### config.mk
export PLATFORM = sky130hd
export DESIGN_NAME = sub_cmp_adjust_decode
export DESIGN_NICKNAME = d
export VERILOG_FILES = /design/src/decode_pkg.sv /design/src/decode_if.sv /design/src/cycle_counter.sv /design/src/opcode_decode.sv /design/src/sub_cmp_adjust_decode.sv
export SDC_FILE = /design/constraint.sdc
export NUM_CORES = 1
export LEC_CHECK = 0
export ABC_AREA = 1
export BUFFER_PORTS_ARGS = -buffer_cell sky130_fd_sc_hd__clkbuf_2
export CAP_MARGIN = 0
export CORE_MARGIN = 4
export CORE_UTILIZATION = 53
export CTS_CLUSTER_DIAMETER = 100
export DETAILED_ROUTE_END_ITERATION = 16
export PLACE_DENSITY = 0.76
export SETUP_SLACK_MARGIN = 0.3
export SYNTH_ARGS = -nofsm -noshare
export SYNTH_HDL_FRONTEND = slang
export SYNTH_SLANG_ARGS = --single-unit
export TNS_END_PERCENT = 50
### constraint.sdc
create_clock -name clock_in -period 1.99 [get_ports clock_in]
set_input_delay 0.398 -clock clock_in [delete_from_list [all_inputs] [get_ports clock_in]]
set_output_delay 0.398 -clock clock_in [all_outputs]
set_load 0.01 [all_outputs]
### src/decode_pkg.sv
/*
  Shared constants and types for the subtract, compare and adjust decoder.
  Assumes one core clock; opcode and ModR/M bytes arrive already fetched.
*/
package decode_pkg;

  typedef enum logic [3:0] {
    op_none,
    op_subtract,
    subtract_borrow_op,
    decrement_op,
    compare_op,
    sign_change_op,
    bcd_add_adjust,
    bcd_sub_adjust,
    packed_add_adjust,
    packed_sub_adjust
  } op_class_e;

  localparam int          CYCLE_W = 3;

  // Opcode patterns, matched with casez
  localparam logic [7:0] SUB_RM_OPC       = 8'b001010??;
  localparam logic [7:0] SUB_ACC_OPC      = 8'b0010110?;
  localparam logic [7:0] SBB_RM_OPC       = 8'b000110??;
  localparam logic [7:0] SBB_ACC_OPC      = 8'b0001110?;
  localparam logic [7:0] CMP_RM_OPC       = 8'b001110??;
  localparam logic [7:0] CMP_ACC_OPC      = 8'b0011110?;
  localparam logic [7:0] IMM_GROUP_OPC    = 8'b100000??;
  localparam logic [7:0] INCDEC_GROUP_OPC = 8'b1111111?;
  localparam logic [7:0] DEC_SHORT_OPC    = 8'b01001???;
  localparam logic [7:0] UNARY_GROUP_OPC  = 8'b1111011?;
  localparam logic [7:0] BCD_ADD_OPC      = 8'h37;
  localparam logic [7:0] BCD_SUB_OPC      = 8'h3f;
  localparam logic [7:0] PACKED_ADD_OPC   = 8'h27;
  localparam logic [7:0] PACKED_SUB_OPC   = 8'h2f;

  // Opcode and ModR/M field positions
  localparam int          W_BIT     = 0;
  localparam int          D_BIT     = 1;
  localparam int          S_BIT     = 1;
  localparam int          MOD_HI    = 7;
  localparam int          MOD_LO    = 6;
  localparam int          REGF_HI   = 5;
  localparam int          REGF_LO   = 3;
  localparam logic [1:0]  MOD_REG   = 2'h3;

  // ModR/M reg field selectors
  localparam logic [2:0]  REGF_SUB  = 3'h5;
  localparam logic [2:0]  REGF_SBB  = 3'h3;
  localparam logic [2:0]  REGF_CMP  = 3'h7;
  localparam logic [2:0]  REGF_DEC  = 3'h1;
  localparam logic [2:0]  REGF_NEG  = 3'h3;

  // Execution counts in clocks, identical in every operating mode
  localparam logic [CYCLE_W-1:0] CYC_REG       = 3'h2;
  localparam logic [CYCLE_W-1:0] CYC_SUB_TOREG = 3'h7;
  localparam logic [CYCLE_W-1:0] CYC_SUB_TOMEM = 3'h6;
  localparam logic [CYCLE_W-1:0] CYC_IMM_MEM   = 3'h7;
  localparam logic [CYCLE_W-1:0] CYC_DEC_MEM   = 3'h6;
  localparam logic [CYCLE_W-1:0] CYC_CMP_MEMR  = 3'h5;
  localparam logic [CYCLE_W-1:0] CYC_CMP_RMEM  = 3'h6;
  localparam logic [CYCLE_W-1:0] CYC_CMP_IMEM  = 3'h5;
  localparam logic [CYCLE_W-1:0] CYC_NEG_MEM   = 3'h6;
  localparam logic [CYCLE_W-1:0] CYC_ADJUST    = 3'h4;

  // Immediate byte counts
  localparam logic [2:0]  IMM_NONE  = 3'h0;
  localparam logic [2:0]  IMM_BYTE  = 3'h1;
  localparam logic [2:0]  IMM_WORD  = 3'h2;
  localparam logic [2:0]  IMM_DWORD = 3'h4;

endpackage

### src/decode_if.sv
/*
  Carrier for decoded fields between the opcode decoder and the top.
  Assumes the decoder is purely combinational.
*/
`timescale 1ns/100ps
interface decode_if;
  import decode_pkg::*;
  logic                legal;
  op_class_e           op;
  logic [CYCLE_W-1:0]  cycles;
  logic                byte_op;
  logic                dest_is_reg;
  logic                sign_ext;
  logic                mem_operand;
  logic                uses_modrm;
  logic [2:0]          imm_bytes;
  logic                writes_result;
  logic [2:0]          short_reg;

  modport producer (output legal, op, cycles, byte_op, dest_is_reg, sign_ext, mem_operand,
                    uses_modrm, imm_bytes, writes_result, short_reg);
  modport consumer (input  legal, op, cycles, byte_op, dest_is_reg, sign_ext, mem_operand,
                    uses_modrm, imm_bytes, writes_result, short_reg);
endinterface

### src/cycle_counter.sv
/*
  Down counter that times one instruction's execution.
  Assumes load and decrement never coincide.
*/
`timescale 1ns/100ps
module cycle_counter #(
  parameter int WIDTH = 3
) (
  input  wire logic             clock_in,
  input  wire logic             nrst_in,
  input  wire logic             en_in,
  input  wire logic             load_in,
  input  wire logic [WIDTH-1:0] value_in,
  input  wire logic             dec_in,
  output logic                  zero_out
);
  logic [WIDTH-1:0] count_r;
  logic [WIDTH-1:0] count_nxt;

  always_comb
  begin
    count_nxt = count_r;
    if (load_in)
      count_nxt = value_in;
    else if (dec_in && count_r != '0)
      count_nxt = count_r - 1'b1;
  end

  always_ff @(posedge clock_in or negedge nrst_in)
  begin
    if (!nrst_in)
      count_r <= '0;
    else if (en_in)
      count_r <= count_nxt;
  end

  assign zero_out = (count_r == '0);

endmodule

### src/opcode_decode.sv
/*
  Combinational decode of one opcode and its ModR/M byte.
  Assumes the ModR/M byte is ignored for forms that carry none.
*/
`timescale 1ns/100ps
module opcode_decode (
  input  wire logic [7:0] opcode_in,
  input  wire logic [7:0] modrm_in,
  input  wire logic       opsize32_in,
  decode_if.producer      dec
);
  import decode_pkg::*;

  logic       reg_direct;
  logic [2:0] regf;
  logic [2:0] full_imm;

  assign reg_direct = (modrm_in[MOD_HI:MOD_LO] == MOD_REG);
  assign regf       = modrm_in[REGF_HI:REGF_LO];
  assign full_imm   = opsize32_in ? IMM_DWORD : IMM_WORD;

  always_comb
  begin
    dec.legal         = 1'b1;
    dec.op            = op_none;
    dec.cycles        = CYC_REG;
    dec.byte_op       = ~opcode_in[W_BIT];
    dec.dest_is_reg   = 1'b0;
    dec.sign_ext      = 1'b0;
    dec.mem_operand   = ~reg_direct;
    dec.uses_modrm    = 1'b1;
    dec.imm_bytes     = IMM_NONE;
    dec.writes_result = 1'b1;
    dec.short_reg     = opcode_in[2:0];
    casez (opcode_in)
      SUB_RM_OPC, SBB_RM_OPC:
      begin
        dec.op          = opcode_in[4] ? subtract_borrow_op : op_subtract;
        dec.dest_is_reg = opcode_in[D_BIT];
        if (!reg_direct)
          dec.cycles = opcode_in[D_BIT] ? CYC_SUB_TOMEM : CYC_SUB_TOREG;
      end
      CMP_RM_OPC:
      begin
        dec.op            = compare_op;
        dec.dest_is_reg   = opcode_in[D_BIT];
        dec.writes_result = 1'b0;
        if (!reg_direct)
          dec.cycles = opcode_in[D_BIT] ? CYC_CMP_RMEM : CYC_CMP_MEMR;
      end
      SUB_ACC_OPC, SBB_ACC_OPC, CMP_ACC_OPC:
      begin
        dec.op            = (opcode_in[5:4] == 2'h3) ? compare_op :
                            (opcode_in[4] ? subtract_borrow_op : op_subtract);
        dec.writes_result = (opcode_in[5:4] != 2'h3);
        dec.uses_modrm    = 1'b0;
        dec.mem_operand   = 1'b0;
        dec.dest_is_reg   = 1'b1;
        dec.imm_bytes     = opcode_in[W_BIT] ? full_imm : IMM_BYTE;
      end
      IMM_GROUP_OPC:
      begin
        // Sign extension only shortens a full-width immediate
        dec.sign_ext  = opcode_in[S_BIT] & opcode_in[W_BIT];
        dec.imm_bytes = (!opcode_in[W_BIT] || opcode_in[S_BIT]) ? IMM_BYTE : full_imm;
        case (regf)
          REGF_SUB:
          begin
            dec.op     = op_subtract;
            dec.cycles = reg_direct ? CYC_REG : CYC_IMM_MEM;
          end
          REGF_SBB:
          begin
            dec.op     = subtract_borrow_op;
            dec.cycles = reg_direct ? CYC_REG : CYC_IMM_MEM;
          end
          REGF_CMP:
          begin
            dec.op            = compare_op;
            dec.writes_result = 1'b0;
            dec.cycles        = reg_direct ? CYC_REG : CYC_CMP_IMEM;
          end
          default: dec.legal = 1'b0;
        endcase
      end
      INCDEC_GROUP_OPC:
      begin
        dec.op     = decrement_op;
        dec.legal  = (regf == REGF_DEC);
        dec.cycles = reg_direct ? CYC_REG : CYC_DEC_MEM;
      end
      DEC_SHORT_OPC:
      begin
        dec.op          = decrement_op;
        dec.uses_modrm  = 1'b0;
        dec.mem_operand = 1'b0;
        dec.dest_is_reg = 1'b1;
        dec.byte_op     = 1'b0;
      end
      UNARY_GROUP_OPC:
      begin
        dec.op     = sign_change_op;
        dec.legal  = (regf == REGF_NEG);
        dec.cycles = reg_direct ? CYC_REG : CYC_NEG_MEM;
      end
      BCD_ADD_OPC, BCD_SUB_OPC, PACKED_ADD_OPC, PACKED_SUB_OPC:
      begin
        dec.op          = opcode_in[4] ? (opcode_in[3] ? bcd_sub_adjust : bcd_add_adjust)
                                       : (opcode_in[3] ? packed_sub_adjust : packed_add_adjust);
        dec.cycles      = CYC_ADJUST;
        dec.uses_modrm  = 1'b0;
        dec.mem_operand = 1'b0;
        dec.byte_op     = 1'b1;
        dec.dest_is_reg = 1'b1;
      end
      default: dec.legal = 1'b0;
    endcase
    if (!dec.legal)
      dec.op = op_none;
  end

endmodule

### src/sub_cmp_adjust_decode.sv
/*
  Decoder and execution timer for subtract, borrow subtract, decrement,
  compare, sign change and the four decimal adjust operations.
  Assumes the fetch unit presents opcode and ModR/M together with a valid
  strobe and holds them until ready is seen high.
*/
// Behaviour
// - Subtract memory forms take seven or six clocks
// - Immediate subtract two or seven; accumulator two
// - Borrow subtract six forms with listed counts
// - Decrement group and short form, two/six
// - Compare register forms two, memory six/five
// - Immediate compare two or five; accumulator two
// - Sign change two register, six memory
// - Unpacked add adjust opcode, four clocks
// - Unpacked subtract adjust opcode, four clocks
// - Packed add adjust opcode, four clocks
// - Packed subtract adjust opcode, four clocks
`timescale 1ns/100ps
module sub_cmp_adjust_decode (
  input  wire logic                        clock_in,
  input  wire logic                        nrst_in,
  input  wire logic                        en_in,
  input  wire logic                        valid_in,
  input  wire logic [7:0]                  opcode_in,
  input  wire logic [7:0]                  modrm_in,
  input  wire logic                        opsize32_in,
  output logic                             ready_out,
  output logic                             busy_out,
  output logic                             done_out,
  output logic                             reject_out,
  output decode_pkg::op_class_e            op_out,
  output logic [decode_pkg::CYCLE_W-1:0]   cycles_out,
  output logic                             byte_op_out,
  output logic                             dest_is_reg_out,
  output logic                             sign_ext_out,
  output logic                             mem_operand_out,
  output logic                             uses_modrm_out,
  output logic [2:0]                       imm_bytes_out,
  output logic                             writes_result_out,
  output logic [2:0]                       short_reg_out
);
  import decode_pkg::*;

  typedef enum logic [0:0] {st_idle, st_exec} state_e;

  decode_if dec ();

  state_e              state_r;
  state_e              state_nxt;
  logic                busy_r;
  logic                busy_nxt;
  logic                done_r;
  logic                done_nxt;
  logic                reject_r;
  logic                reject_nxt;
  logic                ready_r;
  logic                ready_nxt;
  logic                take;
  logic                cnt_zero;
  op_class_e           op_r;
  op_class_e           op_nxt;
  logic [CYCLE_W-1:0]  cycles_r;
  logic [CYCLE_W-1:0]  cycles_nxt;
  logic                byte_op_r;
  logic                byte_op_nxt;
  logic                dest_r;
  logic                dest_nxt;
  logic                sext_r;
  logic                sext_nxt;
  logic                mem_r;
  logic                mem_nxt;
  logic                modrm_r;
  logic                modrm_nxt;
  logic [2:0]          imm_r;
  logic [2:0]          imm_nxt;
  logic                wres_r;
  logic                wres_nxt;
  logic [2:0]          sreg_r;
  logic [2:0]          sreg_nxt;

  opcode_decode u_decode (
    .opcode_in   (opcode_in),
    .modrm_in    (modrm_in),
    .opsize32_in (opsize32_in),
    .dec         (dec)
  );

  // Loaded with count minus one so busy spans exactly the listed clocks
  cycle_counter #(
    .WIDTH (CYCLE_W)
  ) u_counter (
    .clock_in (clock_in),
    .nrst_in  (nrst_in),
    .en_in    (en_in),
    .load_in  (take & dec.legal),
    .value_in (dec.cycles - 1'b1),
    .dec_in   (state_r == st_exec),
    .zero_out (cnt_zero)
  );

  assign take = valid_in & (state_r == st_idle);

  // Control state
  always_comb
  begin
    state_nxt  = state_r;
    busy_nxt   = busy_r;
    done_nxt   = 1'b0;
    reject_nxt = 1'b0;
    case (state_r)
      st_idle:
        if (take)
        begin
          if (dec.legal)
          begin
            state_nxt = st_exec;
            busy_nxt  = 1'b1;
          end
          else
            reject_nxt = 1'b1;
        end
      st_exec:
        if (cnt_zero)
        begin
          state_nxt = st_idle;
          busy_nxt  = 1'b0;
          done_nxt  = 1'b1;
        end
      default:
      begin
        state_nxt = st_idle;
        busy_nxt  = 1'b0;
      end
    endcase
    ready_nxt = ~busy_nxt;
  end

  always_ff @(posedge clock_in or negedge nrst_in)
  begin
    if (!nrst_in)
    begin
      state_r  <= st_idle;
      busy_r   <= 1'b0;
      done_r   <= 1'b0;
      reject_r <= 1'b0;
      ready_r  <= 1'b1;
    end
    else if (en_in)
    begin
      state_r  <= state_nxt;
      busy_r   <= busy_nxt;
      done_r   <= done_nxt;
      reject_r <= reject_nxt;
      ready_r  <= ready_nxt;
    end
  end

  // Decoded fields, loaded on every take (legal or rejected) and held until the next take
  always_comb
  begin
    op_nxt      = op_r;
    cycles_nxt  = cycles_r;
    byte_op_nxt = byte_op_r;
    dest_nxt    = dest_r;
    sext_nxt    = sext_r;
    mem_nxt     = mem_r;
    modrm_nxt   = modrm_r;
    imm_nxt     = imm_r;
    wres_nxt    = wres_r;
    sreg_nxt    = sreg_r;
    if (take)
    begin
      op_nxt      = dec.op;
      cycles_nxt  = dec.legal ? dec.cycles : '0;
      byte_op_nxt = dec.byte_op;
      dest_nxt    = dec.dest_is_reg;
      sext_nxt    = dec.sign_ext;
      mem_nxt     = dec.mem_operand;
      modrm_nxt   = dec.uses_modrm;
      imm_nxt     = dec.imm_bytes;
      wres_nxt    = dec.writes_result & dec.legal;
      sreg_nxt    = dec.short_reg;
    end
  end

  always_ff @(posedge clock_in or negedge nrst_in)
  begin
    if (!nrst_in)
    begin
      op_r      <= op_none;
      cycles_r  <= '0;
      byte_op_r <= 1'b0;
      dest_r    <= 1'b0;
      sext_r    <= 1'b0;
      mem_r     <= 1'b0;
      modrm_r   <= 1'b0;
      imm_r     <= IMM_NONE;
      wres_r    <= 1'b0;
      sreg_r    <= 3'h0;
    end
    else if (en_in)
    begin
      op_r      <= op_nxt;
      cycles_r  <= cycles_nxt;
      byte_op_r <= byte_op_nxt;
      dest_r    <= dest_nxt;
      sext_r    <= sext_nxt;
      mem_r     <= mem_nxt;
      modrm_r   <= modrm_nxt;
      imm_r     <= imm_nxt;
      wres_r    <= wres_nxt;
      sreg_r    <= sreg_nxt;
    end
  end

  // Ready has its own flop so no output passes through a gate
  assign ready_out         = ready_r;
  assign busy_out          = busy_r;
  assign done_out          = done_r;
  assign reject_out        = reject_r;
  assign op_out            = op_r;
  assign cycles_out        = cycles_r;
  assign byte_op_out       = byte_op_r;
  assign dest_is_reg_out   = dest_r;
  assign sign_ext_out      = sext_r;
  assign mem_operand_out   = mem_r;
  assign uses_modrm_out    = modrm_r;
  assign imm_bytes_out     = imm_r;
  assign writes_result_out = wres_r;
  assign short_reg_out     = sreg_r;

  a_sub_mem_count: assert property (@(posedge clock_in) disable iff (!nrst_in)
    en_in && take && opcode_in[7:1] == 7'b0010100 && modrm_in[7:6] != 2'h3
    |=> cycles_r == 3'h7 && op_r == op_subtract)
    else $error("subtract from memory count wrong");

  a_imm_sub_count: assert property (@(posedge clock_in) disable iff (!nrst_in)
    en_in && take && opcode_in[7:2] == 6'b100000 && modrm_in[5:3] == 3'h5
    |=> cycles_r == ($past(modrm_in[7:6]) == 2'h3 ? 3'h2 : 3'h7))
    else $error("immediate subtract count wrong");

  a_borrow_mem_count: assert property (@(posedge clock_in) disable iff (!nrst_in)
    en_in && take && opcode_in[7:1] == 7'b0001101 && modrm_in[7:6] != 2'h3
    |=> cycles_r == 3'h6 && op_r == subtract_borrow_op)
    else $error("borrow subtract memory count wrong");

  a_dec_short_form: assert property (@(posedge clock_in) disable iff (!nrst_in)
    en_in && take && opcode_in[7:3] == 5'b01001
    |=> op_r == decrement_op && cycles_r == 3'h2 && short_reg_out == $past(opcode_in[2:0]))
    else $error("short decrement decode wrong");

  a_cmp_no_write: assert property (@(posedge clock_in) disable iff (!nrst_in)
    op_r == compare_op |-> !writes_result_out)
    else $error("compare marked as writing a result");

  a_cmp_imm_mem: assert property (@(posedge clock_in) disable iff (!nrst_in)
    en_in && take && opcode_in[7:2] == 6'b100000 && modrm_in[5:3] == 3'h7 && modrm_in[7:6] != 2'h3
    |=> cycles_r == 3'h5 && op_r == compare_op)
    else $error("immediate compare memory count wrong");

  a_neg_busy_span: assert property (@(posedge clock_in) disable iff (!nrst_in)
    en_in && take && opcode_in[7:1] == 7'b1111011 && modrm_in[5:3] == 3'h3 && modrm_in[7:6] == 2'h3
    ##1 en_in ##1 en_in |-> busy_r && cnt_zero ##0 done_nxt)
    else $error("sign change register timing wrong");

  a_adjust_four: assert property (@(posedge clock_in) disable iff (!nrst_in)
    en_in && take && (opcode_in == 8'h37 || opcode_in == 8'h3f || opcode_in == 8'h27 || opcode_in == 8'h2f)
    |=> cycles_r == 3'h4 && busy_r)
    else $error("decimal adjust count wrong");

  a_width_bit: assert property (@(posedge clock_in) disable iff (!nrst_in)
    en_in && take && dec.legal && dec.uses_modrm |=> byte_op_out == !$past(opcode_in[0]))
    else $error("width bit not honoured");

  a_reject_pulse: assert property (@(posedge clock_in) disable iff (!nrst_in)
    en_in && take && !dec.legal |=> reject_r && !busy_r)
    else $error("unknown opcode not rejected");

  a_borrow_to_reg: assert property (@(posedge clock_in) disable iff (!nrst_in)
    en_in && take && opcode_in[7:1] == 7'b0001100 && modrm_in[7:6] != 2'h3
    |=> cycles_r == 3'h7 && op_r == subtract_borrow_op)
    else $error("borrow subtract to register count wrong");

  a_dec_group_mem: assert property (@(posedge clock_in) disable iff (!nrst_in)
    en_in && take && opcode_in[7:1] == 7'b1111111 && modrm_in[5:3] == 3'h1 && modrm_in[7:6] != 2'h3
    |=> cycles_r == 3'h6 && op_r == decrement_op)
    else $error("decrement memory count wrong");

  a_cmp_reg_mem: assert property (@(posedge clock_in) disable iff (!nrst_in)
    en_in && take && opcode_in[7:1] == 7'b0011101 && modrm_in[7:6] != 2'h3
    |=> cycles_r == 3'h6 && op_r == compare_op)
    else $error("compare register with memory count wrong");

  a_neg_mem_count: assert property (@(posedge clock_in) disable iff (!nrst_in)
    en_in && take && opcode_in[7:1] == 7'b1111011 && modrm_in[5:3] == 3'h3 && modrm_in[7:6] != 2'h3
    |=> cycles_r == 3'h6 && op_r == sign_change_op)
    else $error("sign change memory count wrong");

  a_freeze_hold: assert property (@(posedge clock_in) disable iff (!nrst_in)
    !en_in |=> $stable(busy_r) && $stable(done_r) && $stable(op_r) && $stable(cycles_r))
    else $error("state moved while enable low");

  a_done_one_pulse: assert property (@(posedge clock_in) disable iff (!nrst_in)
    en_in && done_r |=> !done_r)
    else $error("done held longer than one cycle");

endmodule

# Word-level counts from Yosys, hierarchy flattened
# Cells that the tools add are included.
# classes
n_addsub,2
eq_ne,21
n_mux,46
bitwise_logic,8
n_reduce_logical,18
# ops
op,count
two-way mux 3 bit,11
== test 8 x 6 -> 1 bit (second input constant),4
one-hot mux 4 bit (7 select lines),1
two-way mux 1 bit,19
one-hot mux 3 bit (5 select lines),1
== test 7 x 5 -> 1 bit (second input constant),2
== test 7 bit (second input constant),2
== test 6 x 4 -> 1 bit (second input constant),2
two-way mux 4 bit,3
one-hot mux 3 bit (2 select lines),2
OR reduction 11 bit,1
one-hot mux 3 bit (3 select lines),1
OR reduction 3 bit,3
one-hot mux 1 bit (2 select lines),4
OR reduction 2 bit,4
OR reduction 8 bit,1
== test 7 x 4 -> 1 bit (second input constant),1
== test 3 bit (second input constant),2
== test 6 x 3 -> 1 bit (second input constant),1
== test 6 bit (second input constant),1
subtractor 3 x 1 -> 3 bit (second input constant),2
== test 5 x 4 -> 1 bit (second input constant),1
AND 1 bit,4
== test 2 bit (second input constant),2
15 further kinds,20
# word_totals
regBits,27
inputBits,21

# Logic depth before layout (Yosys ltp)
# Gate-level depths: netlist of the first run.
# logic_depth
word_depth,8
ltp_mapped,16
ltp_nobuf,15

# Modules after synthesis
# Synthesis of the first run repeated with hierarchy kept, for this count alone.
# hier_totals
cells_unflattened,278
area_unflattened_um2,1784.2
# by_module_without_submodules
mod,n_inst,cells_each,area_each_um2,seq_area_each_um2
sub_cmp_adjust_decode,1,111,975.9,601.8
opcode_decode,1,139,609.3,0.0
cycle_counter,1,28,198.9,75.1

# Least setup slack after synthesis of the first run
# No wires, ideal clock.
# synth_path
path_kind,input port to flip-flop
startpoint,in opcode_in[3]
endpoint,reg u_counter.count_r[2]
setup_ns,0.117
arrival_ns,1.752
t_required_ns,1.873
path_slack_ns,0.121
path_stages,14
n_path_buf,1
path_cell_list,buf_6 > nor2_1 > nand3_4 > nand2_4 > a21oi_4 > nand2_8 > nand2_8 > nor2_2 > a21oi_1 > ha_1 > inv_1 > nand3_1 > nand3_1 > nand2_1
# synth_via
elab_chain_cells,6
# synth_lines
element,line_no,rtl
"start, declared",sub_cmp_adjust_decode.sv:25,"input wire logic [7:0] opcode_in,"
branches (longest 6 deep; another with subtractor 3 x 1 -> 3 bit),n/a,
"end signal, assigned",cycle_counter.sv:34,count_r <= count_nxt;
"end, declared",cycle_counter.sv:17,logic [WIDTH-1:0] count_r;
# Parallel ways; which one is timed is not known.
# A chain may end at the register's enable or synchronous reset.

# Worst setup path in the final report of the first run
# layout_path
startpoint,in opcode_in[5]
endpoint,reg u_counter.count_r[2]
# Same word-level chain as after synthesis.

==> results of run 1 <==
==> layer usage <==
layer / vias up / wire length, um
met3: 0 / 208
met2: 45 / 1870
met1: 751 / 1800
met4: 0 / 0
met5: - / 0
li1: 839 / -
==> through the flow <==
| stage | setup WS [ns] | util (%) | power, W | hold slack [ns] | cell area (um^2) |
|---|---|---|---|---|---|
| after detailed placement | 0.0387 | 68.0 | 0.00139 | 0.445 | 2090 |
| after global routing | 0.285 | 71.1 | 0.00175 | 0.105 | 2190 |
| after floorplan | 0.237 | - | 0.00117 | 0.102 | 1780 |
| after CTS | 0.376 | 68.9 | 0.00161 | 0.0945 | 2120 |
| after global placement | 0.0536 | 68.0 | 0.00137 | 0.450 | 2090 |
| final | 0.416 | 71.1 | 0.00161 | 0.0723 | 2190 |
==> area by class of cell <==
type,instances,area [um^2]
Clock buffer,3,22.5
Clock inverter,1,5.00
Fill cell,281,891
Inverter,25,101
Multi-Input combinational cell,162,998
Sequential cell,27,677
Tap cell,44,55.1
Timing Repair Buffer,56,328
==> final timing paths <==
path | from | endpoint
max in group asynchronous | nrst_in | reject_out
min in group clock_in | opsize32_in | imm_bytes_out[1]
worst max-delay path | opcode_in[5] | u_counter.count_r[2]
worst min-delay path | nrst_in | imm_bytes_out[0]
worst min register to register | ready_out | ready_out
worst max register to register | state_r | dest_is_reg_out
==> registers in the layout, indices dropped and copies added, names as in the netlist, named ones only <==
name,flops
done_out,1
byte_op_out,1
imm_bytes_out,3
cycles_out,3
writes_result_out,1
mem_operand_out,1
op_out,4
reject_out,1
u_counter.count_r,3
ready_out,1
short_reg_out,3
state_r,1
dest_is_reg_out,1
uses_modrm_out,1
sign_ext_out,1
==> power by group through the flow <==
stage / sequential, W / clock, W / combinational [W]
after floorplan: 0.000817 / 0 / 0.000358
after global placement: 0.000776 / 0 / 0.000597
after detailed placement: 0.000780 / 0 / 0.000612
after CTS: 0.000769 / 0.000229 / 0.000613
after global routing: 0.000787 / 0.000262 / 0.000697
final: 0.000768 / 0.000226 / 0.000616
==> layout by cell type, fill, tap and decap left out, drive strengths merged <==
master / synthesis / layout
nor3b: 1 / 1
buf: 2 / 19
a21boi: 1 / 1
o21ai: 18 / 18
nand4: 6 / 6
a211oi: 1 / 1
clkinv: 1 / 2
dfstp: 1 / 1
dfrtp: 26 / 26
o31ai: 3 / 3
o22ai: 2 / 2
nor3: 5 / 5
ha: 1 / 1
a21oi: 8 / 8
a22o: 1 / 1
o211ai: 4 / 4
inv: 24 / 24
nor2: 28 / 28
a41oi: 1 / 1
nand3: 18 / 18
a31oi: 1 / 1
clkbuf: 3 / 40
nand2: 60 / 60
nand3b: 2 / 2
o21a: 1 / 1
==> cells by family after synthesis <==
kind of cell,Yosys count,share of synthesized area (%)
adders and majority gates,1,0.726
buffers and inverters,30,7.40
DFF,27,39.3
AOI/OAI and AO/OA,41,14.9
and+or+nand+nor,120,37.7
==> worst reg2reg max path: stages (launching register included) <==
cell and delay [ns]:
dfrtp_1 0.45, nor2_4 0.23, nand2_1 0.11, clkinv_1 0.19
nand4_1 0.18, o22ai_1 0.14, inv_1 0.05
==> what timing repair did <==
item	in CTS	in global routing
buffers inserted	0	2
resized for setup	0	20
endpoints found under the setup margin	0	2
==> reports/metrics.csv, run 1 <==
stage;metric;value;unit
synth;seq_area_frac_synth;39.3;%
synth;synth_area_leaders;dfrtp_1 38%, nand2_1 11%, nand3_1 4.6%;
power;power_density;736;nW/um^2
critical_path;worstSetupEndpointType;flip-flop;
power;p_leak;1.11;nW
synth;synth_fp_nets;241;
status;outcome;completed;
clocking;cts_made_buffers;3;
synth;synthFlopType;dfrtp_1;
global_routing;grt_max_degree;28;
layout;fin_cells;318;
synth;async_reset_ff_share;100;%
critical_path;crit_type;in2reg;
power;vdd_drop_max;0.314;mV
timing;post-route-min-period;1.57;ns
global_routing;grt_busiest_layer;met2;
floorplanning;ios;44;
routing;drt_wl_total;3880;um
routing;ant_nets;0;
layout;drive_gt1_share;37.6;%
synth;ys_warn_count;0;
power;clkPwrFrac;14.0;%
routing;vias;1635;
timing;rsz0062_at_grt;false;
floorplanning;dieArea;4230;um^2
critical_path;cp.arrival;1.79;ns
clocking;clkLatencyLatePin;0.31;ns
synth;yosysUniqueCellTypes;39;
global_routing;antenna_found_initial;0;
floorplanning;core_area;3080;um^2
clocking;clockBufferDepth;2;
power;p_comb_share;38.3;%
synth;syn_avg_cell_area;7.87;um^2
critical_path;max_stage_delay;0.18;ns
timing;hold_viol;0;
power;seqPwrFrac;47.7;%
global_routing;grt.total_usage;19.8;%
routing;drtPass1Iterations;4;
timing;fmax;635;MHz
placement;portBuffers;40;
floorplanning;start_util;56.0;%
clocking;cts_sinks;27;
critical_path;crit_chain;clkbuf_4 > inv_2 > nand2_4 > nand3_4 > nand2_2 > a21oi_4 > nand2_8 > nand2_8 > nor2_4 > a21oi_2 > ha_2 > nand3_1 > nand3_1 > nand2_1;
floorplanning;die_w;65.0;um
timing;fin_setup_tns;0;ns
critical_path;startpoint_type;input port;
global_routing;grt_overflow_total;0;
routing;drt-initial-drc-count;105;
layout;area_growth;26.9;%
timing;finalCritPeriodShare;79.1;%
critical_path;cp_top_family;simple AND/OR/NAND/NOR gates;
timing;slew_headroom;57.3;%
critical_path;path_max_fanout;7;
synth;yosysTopAreaCellShare;37.7;%
global_routing;first_global_vias;1452;
critical_path;r2r_slack;0.56;ns
critical_path;cp.buffers_inverters;2;
synth;ys_seq_elements;27;
placement;placed_cells;312;
layout;layout.nets;297;
timing;finalMaxSlewViolations;0;
min_path;hold_class;in2async;
routing;wire_per_inst;12.2;um
global_routing;grt_pass1_wl;6640;um
critical_path;worst_r2r_path_depth;6;
synth;netlist_instances;219;
timing;setup_viol;0;
clocking;cts_hold_buffers;0;
placement;gp_congestion;0.832;
synth;synth.top_cells.by_count;50 x nand2_1, 26 x dfrtp_1, 19 x inv_1, 18 x nor2_1, 16 x nand3_1;
global_routing;grt_use_met1;29.1;%
floorplanning;rows;20;
floorplanning;die_height;65.0;um
power;netSwitchingPower;0.000600;W
global_routing;grtUsageMet3;2.43;%
critical_path;worst_ep_required_time;2.21;ns
critical_path;critPathSlowestCell;a21oi_4;
placement;dpl.hpwl;3160;um
synth;syn_area;1720;um^2
layout;diodes;0;
synth;synth.largest_area_cell;dfrtp_1;
global_routing;grt_use_met2;30.8;%
clocking;htree_num_levels;1;
power;intPower;0.00101;W
synth;yosysMostFrequentCell;nand2_1;
routing;drc;0;
flow_run;drv_cap;0;
critical_path;cp.depth;14;
synth;synth_enable_flop_cells;0;
routing;via_per_inst;5.14;
clocking;cts_tree;done;
clocking;root_buffer;clkbuf_4;
power;swShare;37.3;%
timing;finClkSkew;0.00838;ns
timing;tightest_slew;0.640;ns
clocking;cts.clk_slew.worst_paths;0.14;ns
Power figures use the tool's default switching activity.
==> inputs of run 2 (changes only) <==
clock period = 1.5 ns   (was 1.99 ns; I/O delays follow)
==> run 2 against run 1 <==
  * The flow now finishes with violations (setup timing)
  * Cell count up 15%
  * Flip-flop and latch count unchanged
  * Sequential power up 37%
  * Wire length up 90%
  * First-iteration DRC count rose to 3.3 times the previous value
  * Core utilization up 21 points
  * Register-to-register slack worse by 0.51 ns
  * Sequential share of layout area down 7.1 points
  * Non-clock buffer count up 49
  * Clock skew down 0.0050 ns
  * Setup slack worse by 0.45 ns
  * Design area up 30%
==> reports/metrics.csv, run 2 (synthesis gave the netlist of run 1 again) <==
stage;metric;value;unit;change
status;outcome;finished, violations left;;was completed
status;violations;setup timing;;
min_path;hp-start;opsize32_in;;
timing;rsz0062_at_grt;true;;was false
layout;final_core_util;92.4;%;was 71.1%
min_path;hold_class;in2reg;;was in2async
critical_path;cp.arrival;1.75;ns;was 1.79 ns
clocking;htree_num_levels;1;;unchanged
routing;wire_per_inst;20.0;um;was 12.2 um
timing;finalCritPeriodShare;103;%;
critical_path;path_max_fanout;4;;was 7
placement;portBuffers;40;;unchanged
floorplanning;dieArea;4230;um^2;unchanged
floorplanning;start_util;56.0;%;unchanged
layout;layout_commonest_cell;buf_4;;was nand2_1
critical_path;r2r-start;state_r;;unchanged
layout;n_fill_cell;118;;was 281
floorplanning;rows;20;;unchanged
critical_path;worst_ep_required_time;1.71;ns;was 2.21 ns
placement;gp_congestion;0.907;;was 0.832
timing;finClkSkew;0.00341;ns;was 0.00838 ns
power;p_leak;1.45;nW;was 1.11 nW
global_routing;first_global_vias;1965;;was 1,452
global_routing;grt_pass1_wl;9180;um;was 6640 um
global_routing;antenna_found_initial;0;;unchanged
critical_path;startpoint_type;input port;;unchanged
routing;drt-initial-drc-count;351;;was 105
routing;drc;0;;unchanged
timing;finalMaxSlewViolations;0;;unchanged
layout;regArea;677;um^2;unchanged
global_routing;grt.total_usage;27.8;%;was 19.8%
placement;dpl.hpwl;3590;um;was 3160 um
global_routing;grt_overflow_total;0;;unchanged
layout;fin_cells;367;;was 318
clocking;cts_sinks;27;;unchanged
clocking;cts_tree;done;;unchanged
timing;tightest_slew;0.649;ns;was 0.640 ns
layout;layout.nets;346;;was 297
timing;hold_viol;0;;unchanged
layout;drive_gt1_share;54.2;%;was 37.6%
timing;slew_headroom;56.8;%;was 57.3%
routing;via_per_inst;6.19;;was 5.14
layout;multi_input_area;1150;um^2;was 998 um^2
layout;final_cell_mix;61 x buf_4, 40 x nand2_1, 32 x clkbuf_2;;was 48 x nand2_1, 34 x clkbuf_2, 26 x dfrtp_1
power;vdd_drop_max;0.490;mV;was 0.314 mV
critical_path;crit_type;in2reg;;unchanged
floorplanning;core_area;3080;um^2;unchanged
layout;largest_reg_flops;4;;unchanged
floorplanning;ios;44;;unchanged
timing;fin_setup_tns;-0.0386;ns;was 0 ns
clocking;cts_made_buffers;3;;unchanged
placement;placed_cells;342;;was 312
power;total_power;0.00262;W;was 0.00161 W
timing;fmax;650;MHz;
timing;setup_slack;-0.0386;ns;was 0.416 ns
clocking;root_buffer;clkbuf_4;;unchanged
flow_run;drv_cap;0;;unchanged
clocking;clkLatencyLatePin;0.32;ns;was 0.31 ns
layout;diodes;0;;unchanged
layout;area_growth;64.9;%;was 26.9%
routing;drt_wl_total;7360;um;was 3880 um
timing;holdWs;0.160;ns;was 0.0723 ns
clocking;cts.clk_slew.worst_paths;0.14;ns;about the same
power;power_density;921;nW/um^2;was 736 nW/um^2
clocking;clockBufferDepth;2;;unchanged
critical_path;worstSetupEndpointType;flip-flop;;unchanged
routing;ant_nets;0;;unchanged
routing;drtPass1Iterations;5;;was 4
floorplanning;die_w;65.0;um;unchanged
global_routing;grt_max_degree;28;;unchanged
critical_path;startpoint;opcode_in[7];;was opcode_in[5]
timing;post-route-min-period;1.54;ns;
timing;setup_viol;1;;was 0
floorplanning;die_height;65.0;um;unchanged
routing;vias;2271;;was 1,635
[run 2: cell types whose count changed in the layout (fill, tap and decap cells not counted), sizes merged]
| cell | previous run | this run |
|---|---|---|
| buf | 19 | 66 |
| clkbuf | 40 | 42 |
| dlygate4sd3 | 0 | 1 |
| inv | 24 | 23 |
[run 2: layout make-up]
| class | instances | share of cell area [%] |
|---|---|---|
| repair buffers | 105 | 28.3 |
| well taps | 44 | 1.94 |
| multi-input cells | 162 | 40.4 |
| flip-flops and latches | 27 | 23.8 |
| clock buffers | 4 | 0.924 |
| inverters | 25 | 4.62 |
[run 2: metrics by stage]
step	instance area, um^2	setup slack, ns
floorplan	1790	-0.150
global placement	2330	-0.302
detailed placement	2330	-0.347
CTS	2630	0.106
global route	2840	-0.0812
finish	2840	-0.0386
[run 2: layer usage]
layer	wire, um	vias to the layer above	GRT usage [%]	share of wire (%)
met5	0	-	0	0
met4	586	0	9.84	8.0
met3	826	70	3.64	11
met2	3490	223	53.0	47
met1	2460	1033	31.3	33
li1	-	945	-	-
[run 2: critical path, stage by stage]
cell,delay (ns)
clkbuf_16,0.14
nor2_4,0.14
buf_4,0.14
nand3b_4,0.09
buf_4,0.15
buf_4,0.14
inv_1,0.08
nor2_1,0.06
nand2_1,0.10
inv_1,0.09
nand3_1,0.09
nand3_2,0.08
nand3_2,0.07
nand2_1,0.07
[run 2: power breakdown]
group          switching [W]  internal, W
combinational       0.000703     0.000563
clock               0.000202     0.000104
sequential          0.000141     0.000906
total                0.00105      0.00157
[run 2: repair_timing]
item,CTS,global route
setup buffers,10,10
endpoints found under the hold margin,26,0
hold buffers,1,0
setup endpoints to repair,27,38
resized for setup,42,45
pin swaps,19,24
[run 2: worst paths after layout]
path / endpoint / slack [ns] / depth (start not counted)
max in group asynchronous: u_counter.count_r[0] / 0.56 / 2
max reg2reg: dest_is_reg_out / 0.05 / 7
max: u_counter.count_r[2] / -0.04 / 14
min in group asynchronous: sign_ext_out / 0.52 / 2
min reg2reg: ready_out / 0.49 / 2
min: imm_bytes_out[1] / 0.16 / 2
==> inputs of run 3 (changes only) <==
PLACE_DENSITY = 0.89   (was 0.76)
SLEW_MARGIN = 20   (was not set)
SYNTH_HIERARCHICAL = 1   (was not set)
==> run 3 against run 2 <==
  * The flow now stops in global routing (5_1_grt)
  * Synthesized cell count is 27% higher
  * Synthesized area is 3.5% higher
==> reports/metrics.csv, run 3 <==
stage;metric;value;unit;change
timing;worst-ep-kind;register data pin;;
synth;syn_avg_cell_area;6.42;um^2;was 7.87 um^2
placement;portBuffers;40;;unchanged
synth;seq_area_frac_synth;37.9;%;was 39.3%
synth;async_reset_ff_share;100;%;unchanged
floorplanning;die_w;66.0;um;was 65.0 um
placement;dpl.hpwl;3950;um;was 3590 um
synth;ys_warn_count;6;;was 0
synth;netlist_instances;278;;was 219
synth;synth_area_leaders;dfrtp_1 36%, nand2_1 24%, nand3_1 7.0%;;was dfrtp_1 38%, nand2_1 11%, nand3_1 4.6%
synth;yosysMostFrequentCell;nand2_1;;unchanged
timing;worst_endpoint;u_counter/count_r[2]$_DFFE_PN0P_/D;;
placement;gp_congestion;0.990;;was 0.907
floorplanning;die_height;66.0;um;was 65.0 um
synth;synthFlopType;dfrtp_1;;unchanged
clocking;htree_num_levels;1;;unchanged
floorplanning;start_util;57.0;%;was 56.0%
synth;ys_seq_elements;27;;unchanged
status;outcome;aborted with a tool error;;was finished, violations left
synth;yosysTopAreaCellShare;36.5;%;was 37.7%
floorplanning;ios;44;;unchanged
clocking;cts_made_buffers;3;;unchanged
global_routing;grt_max_degree;28;;
status;lastStage;global routing (5_1_grt);;
clocking;root_buffer;clkbuf_4;;unchanged
synth;synth.largest_area_cell;dfrtp_1;;unchanged
synth;synth.top_cells.by_count;116 x nand2_1, 33 x nor2_1, 30 x inv_1, 26 x dfrtp_1, 25 x nand3_1;;was 50 x nand2_1, 26 x dfrtp_1, 19 x inv_1, 18 x nor2_1, 16 x nand3_1
clocking;cts_sinks;27;;unchanged
synth;syn_area;1780;um^2;was 1720 um^2
global_routing;grt_overflow_total;12;;
synth;yosysUniqueCellTypes;23;;was 39
status;error;[ERROR GRT-0232] Routing congestion too high. Check the congestion heatmap in the GUI.;;
floorplanning;rows;20;;unchanged
synth;synth_enable_flop_cells;0;;unchanged
clocking;clockBufferDepth;2;;unchanged
global_routing;grt.total_usage;63.3;%;
synth;synth_fp_nets;302;;was 241
[run 3: cell count changes after synthesis, moves of 3 or more]
cell / delta
inv_1: +11
nor2_2: -5
o31ai_1: -3
nand2_4: -3
clkbuf_1: -3
a21oi_1: -4
nand3_1: +9
nor2_1: +15
o21ai_1: -5
nand2_1: +66
o211ai_1: -4
buf_4: +3
[run 3: through the flow]
step	cell area [um^2]	hold WS, ns	setup WS [ns]	std cells
floorplan	1820	0.00441	-0.0904	278
global placement	2370	0.345	-0.305	400
detailed placement	2370	0.349	-0.414	400
CTS	2640	0.221	0.0323	417
[run 3: what timing repair did]
item,in CTS
gates resized for setup,42
hold endpoints to repair,26
pin swaps,12
hold buffers,1
setup endpoints to repair,23
buffers inserted,12
[run 3: layer usage]
layer | GRT usage (%) | GRT overflow
met1 | 61.9 | 0
met2 | 82.7 | 6
met3 | 46.3 | 0
met4 | 62.9 | 6
met5 | 8.33 | 0
[run 3: cell families after synthesis]
kind of cell | share of synthesized area, %
AOI/OAI and AO/OA | 4.70
xor gates and xnor gates | 0.491
adders and majority gates | 2.10
buffers and inverters | 9.61
DFF | 37.9
and+or+nand+nor | 45.2
==> inputs of run 4 (changes only) <==
CORE_UTILIZATION = 40   (was 53)
CTS_CLUSTER_DIAMETER = not set   (was 100)
PLACE_DENSITY = not set   (was 0.89)
PLACE_DENSITY_LB_ADDON = 0.15   (was not set)
SETUP_SLACK_MARGIN = not set   (was 0.3)
==> run 4 against run 3 <==
  * The run now ends clean
  * Synthesized area is the same
  * Synthesized cell count did not move
==> reports/metrics.csv, run 4 <==
stage;metric;value;unit;change
critical_path;crit_chain;buf_8 > nor2_4 > buf_6 > nand3_4 > nand4_1 > nand3_2 > inv_2 > ha_4 > xor2_1 > nand2_1 > o21ai_1 > nand3_1 > nand2_1;;
synth;synthFlopType;dfrtp_1;;unchanged
timing;finalMaxSlewViolations;0;;
critical_path;path_common_cell;nand2_1;;
critical_path;worst_ep_required_time;1.72;ns;
layout;final_cell_mix;109 x nand2_1, 44 x buf_4, 33 x clkbuf_2;;
routing;drt_wl_total;4950;um;
synth;yosysMostFrequentCell;nand2_1;;unchanged
layout;area_growth;45.9;%;
clocking;cts.clk_slew.worst_paths;0.09;ns;
power;total_power;0.00224;W;
synth;synth_enable_flop_cells;0;;unchanged
power;vdd_drop_max;0.363;mV;
layout;diodes;0;;
critical_path;max_stage_delay;0.19;ns;
synth;synth.top_cells.by_count;116 x nand2_1, 33 x nor2_1, 30 x inv_1, 26 x dfrtp_1, 25 x nand3_1;;unchanged
timing;fmax;683;MHz;
routing;wire_per_inst;11.9;um;
clocking;cts_sinks;27;;unchanged
layout;largest_reg_flops;4;;
floorplanning;rows;24;;was 20
clocking;cts_hold_buffers;0;;was 1
floorplanning;die_height;74.8;um;was 66.0 um
floorplanning;start_util;41.3;%;was 57.0%
critical_path;cp_top_family;simple AND/OR/NAND/NOR gates;;
critical_path;crit_type;in2reg;;
power;p_leak;1.48;nW;
floorplanning;die_w;74.8;um;was 66.0 um
clocking;cts_made_buffers;3;;unchanged
floorplanning;dieArea;5590;um^2;
global_routing;grt.total_usage;18.2;%;
placement;portBuffers;40;;unchanged
clocking;root_buffer;clkbuf_8;;was clkbuf_4
global_routing;antenna_found_initial;0;;
timing;rsz0062_at_grt;true;;
synth;yosysTopAreaCellShare;36.5;%;unchanged
critical_path;cp.buffers_inverters;3;;
timing;post-route-min-period;1.46;ns;
critical_path;worstSetupEndpointType;flip-flop;;
routing;drtPass1Iterations;4;;
critical_path;critPathSlowestCell;nor2_4;;
placement;gp_congestion;0.927;;was 0.990
synth;async_reset_ff_share;100;%;unchanged
global_routing;grt_pass1_wl;7940;um;
global_routing;grt_max_degree;28;;
synth;seq_area_frac_synth;37.9;%;unchanged
global_routing;first_global_vias;1776;;
timing;slew_headroom;77.0;%;
synth;syn_area;1780;um^2;unchanged
critical_path;startpoint_type;input port;;
synth;synth_fp_nets;302;;unchanged
floorplanning;ios;44;;unchanged
synth;ys_warn_count;6;;unchanged
routing;via_per_inst;4.71;;
timing;hold_viol;0;;
synth;netlist_instances;278;;unchanged
power;power_density;861;nW/um^2;
layout;stdcell_area;2600;um^2;
timing;tightest_slew;0.345;ns;
layout;layout.nets;389;;
critical_path;path_max_fanout;6;;
routing;drc;0;;
clocking;clockBufferDepth;2;;unchanged
placement;placed_area;2330;um^2;was 2370 um^2
clocking;htree_num_levels;1;;unchanged
synth;synth_area_leaders;dfrtp_1 36%, nand2_1 24%, nand3_1 7.0%;;unchanged
global_routing;grt_overflow_total;0;;
synth;synth.largest_area_cell;dfrtp_1;;unchanged
clocking;cts_tree;done;;
layout;n_fill_cell;421;;
timing;setup_viol;0;;
placement;dpl.hpwl;3850;um;was 3950 um
synth;syn_avg_cell_area;6.42;um^2;unchanged
clocking;clkLatencyLatePin;0.27;ns;
timing;fin_setup_tns;0;ns;
min_path;hold_class;in2async;;
floorplanning;core_area;4320;um^2;
synth;yosysUniqueCellTypes;23;;unchanged
routing;vias;1958;;
routing;drt-initial-drc-count;97;;
timing;finalCritPeriodShare;97.6;%;
routing;ant_nets;0;;
layout;drive_gt1_share;37.6;%;
status;outcome;completed;;was aborted with a tool error
flow_run;drv_cap;0;;
layout;layout_commonest_cell;nand2_1;;
synth;ys_seq_elements;27;;unchanged
timing;finClkSkew;0.00269;ns;
critical_path;cp.arrival;1.68;ns;
-- run 4: cell counts after synthesis --
No cell type changed its count.
-- run 4: area by class of cell --
class	count	area [um^2]	share of cell area [%]
Multi-Input combinational cell	211	1070	41.1
Sequential cell	27	677	26.0
Clock buffer	4	45.0	1.73
Timing Repair Buffer	88	617	23.7
Tap cell	52	65.1	2.50
Inverter	34	130	5.00
-- run 4: power breakdown --
group	leakage [nW]	switching [W]	internal [W]
sequential	0.352	0.0000986	0.000892
combinational	1.10	0.000483	0.000356
clock	0.0228	0.000221	0.000190
-- run 4: through the flow --
stage          hold slack (ns)  worst slack [ns]  utilization [%]  instances
2_1_floorplan          0.00441           -0.0949                -        278
3_3_place_gp             0.317            -0.352             54.0        405
3_5_place_dp             0.323            -0.385             54.0        405
4_1_cts                 0.0278           0.00201             56.2        411
5_1_grt                 0.0434           -0.0929             60.2        416
6_report                0.0115            0.0357             60.2        416
-- run 4: final timing paths --
kind | slack, ns | depth (start not counted) | from | to
min in group clock_in | 0.28 | 4 | opsize32_in | imm_bytes_out[1]
min reg2reg | 0.47 | 2 | ready_out | ready_out
min | 0.01 | 2 | nrst_in | byte_op_out
max | 0.04 | 13 | opcode_in[7] | u_counter/count_r[2]
max reg2reg | 0.12 | 9 | u_counter/count_r[0] | u_counter/count_r[0]
max in group asynchronous | 1.19 | 2 | nrst_in | ready_out
-- run 4: routing by layer --
metal	share of wire (%)	global-route usage (%)
met5	0	0
met1	47	26.2
met2	48	29.0
met4	1.1	5.34
met3	4.4	1.74
-- run 4: cell families (layout without fill, tap and decap cells) --
logic type,count (synthesis),in the layout,synth area share (%)
buffers and inverters,40,126,9.61
flip-flops,27,27,37.9
AO/OA/AOI/OAI,16,16,4.70
XOR/XNOR,1,1,0.491
AND/OR/NAND/NOR,191,191,45.2
adder cells (fa/ha/maj),3,3,2.10
-- run 4: worst register-to-register path, cell delays in order, from the launching register on --
cell	delay (ns)
dfrtp_1	0.39
inv_1	0.06
ha_1	0.20
ha_1	0.22
inv_1	0.07
nand2_1	0.06
nand2_2	0.10
nand2_2	0.08
nand2_1	0.06
nand2_1	0.05
-- run 4: timing repair --
| action | CTS | global route |
|---|---|---|
| pin swaps | 4 | 17 |
| buffers inserted | 2 | 5 |
| resized for setup | 13 | 45 |
| setup endpoints to repair | 3 | 4 |
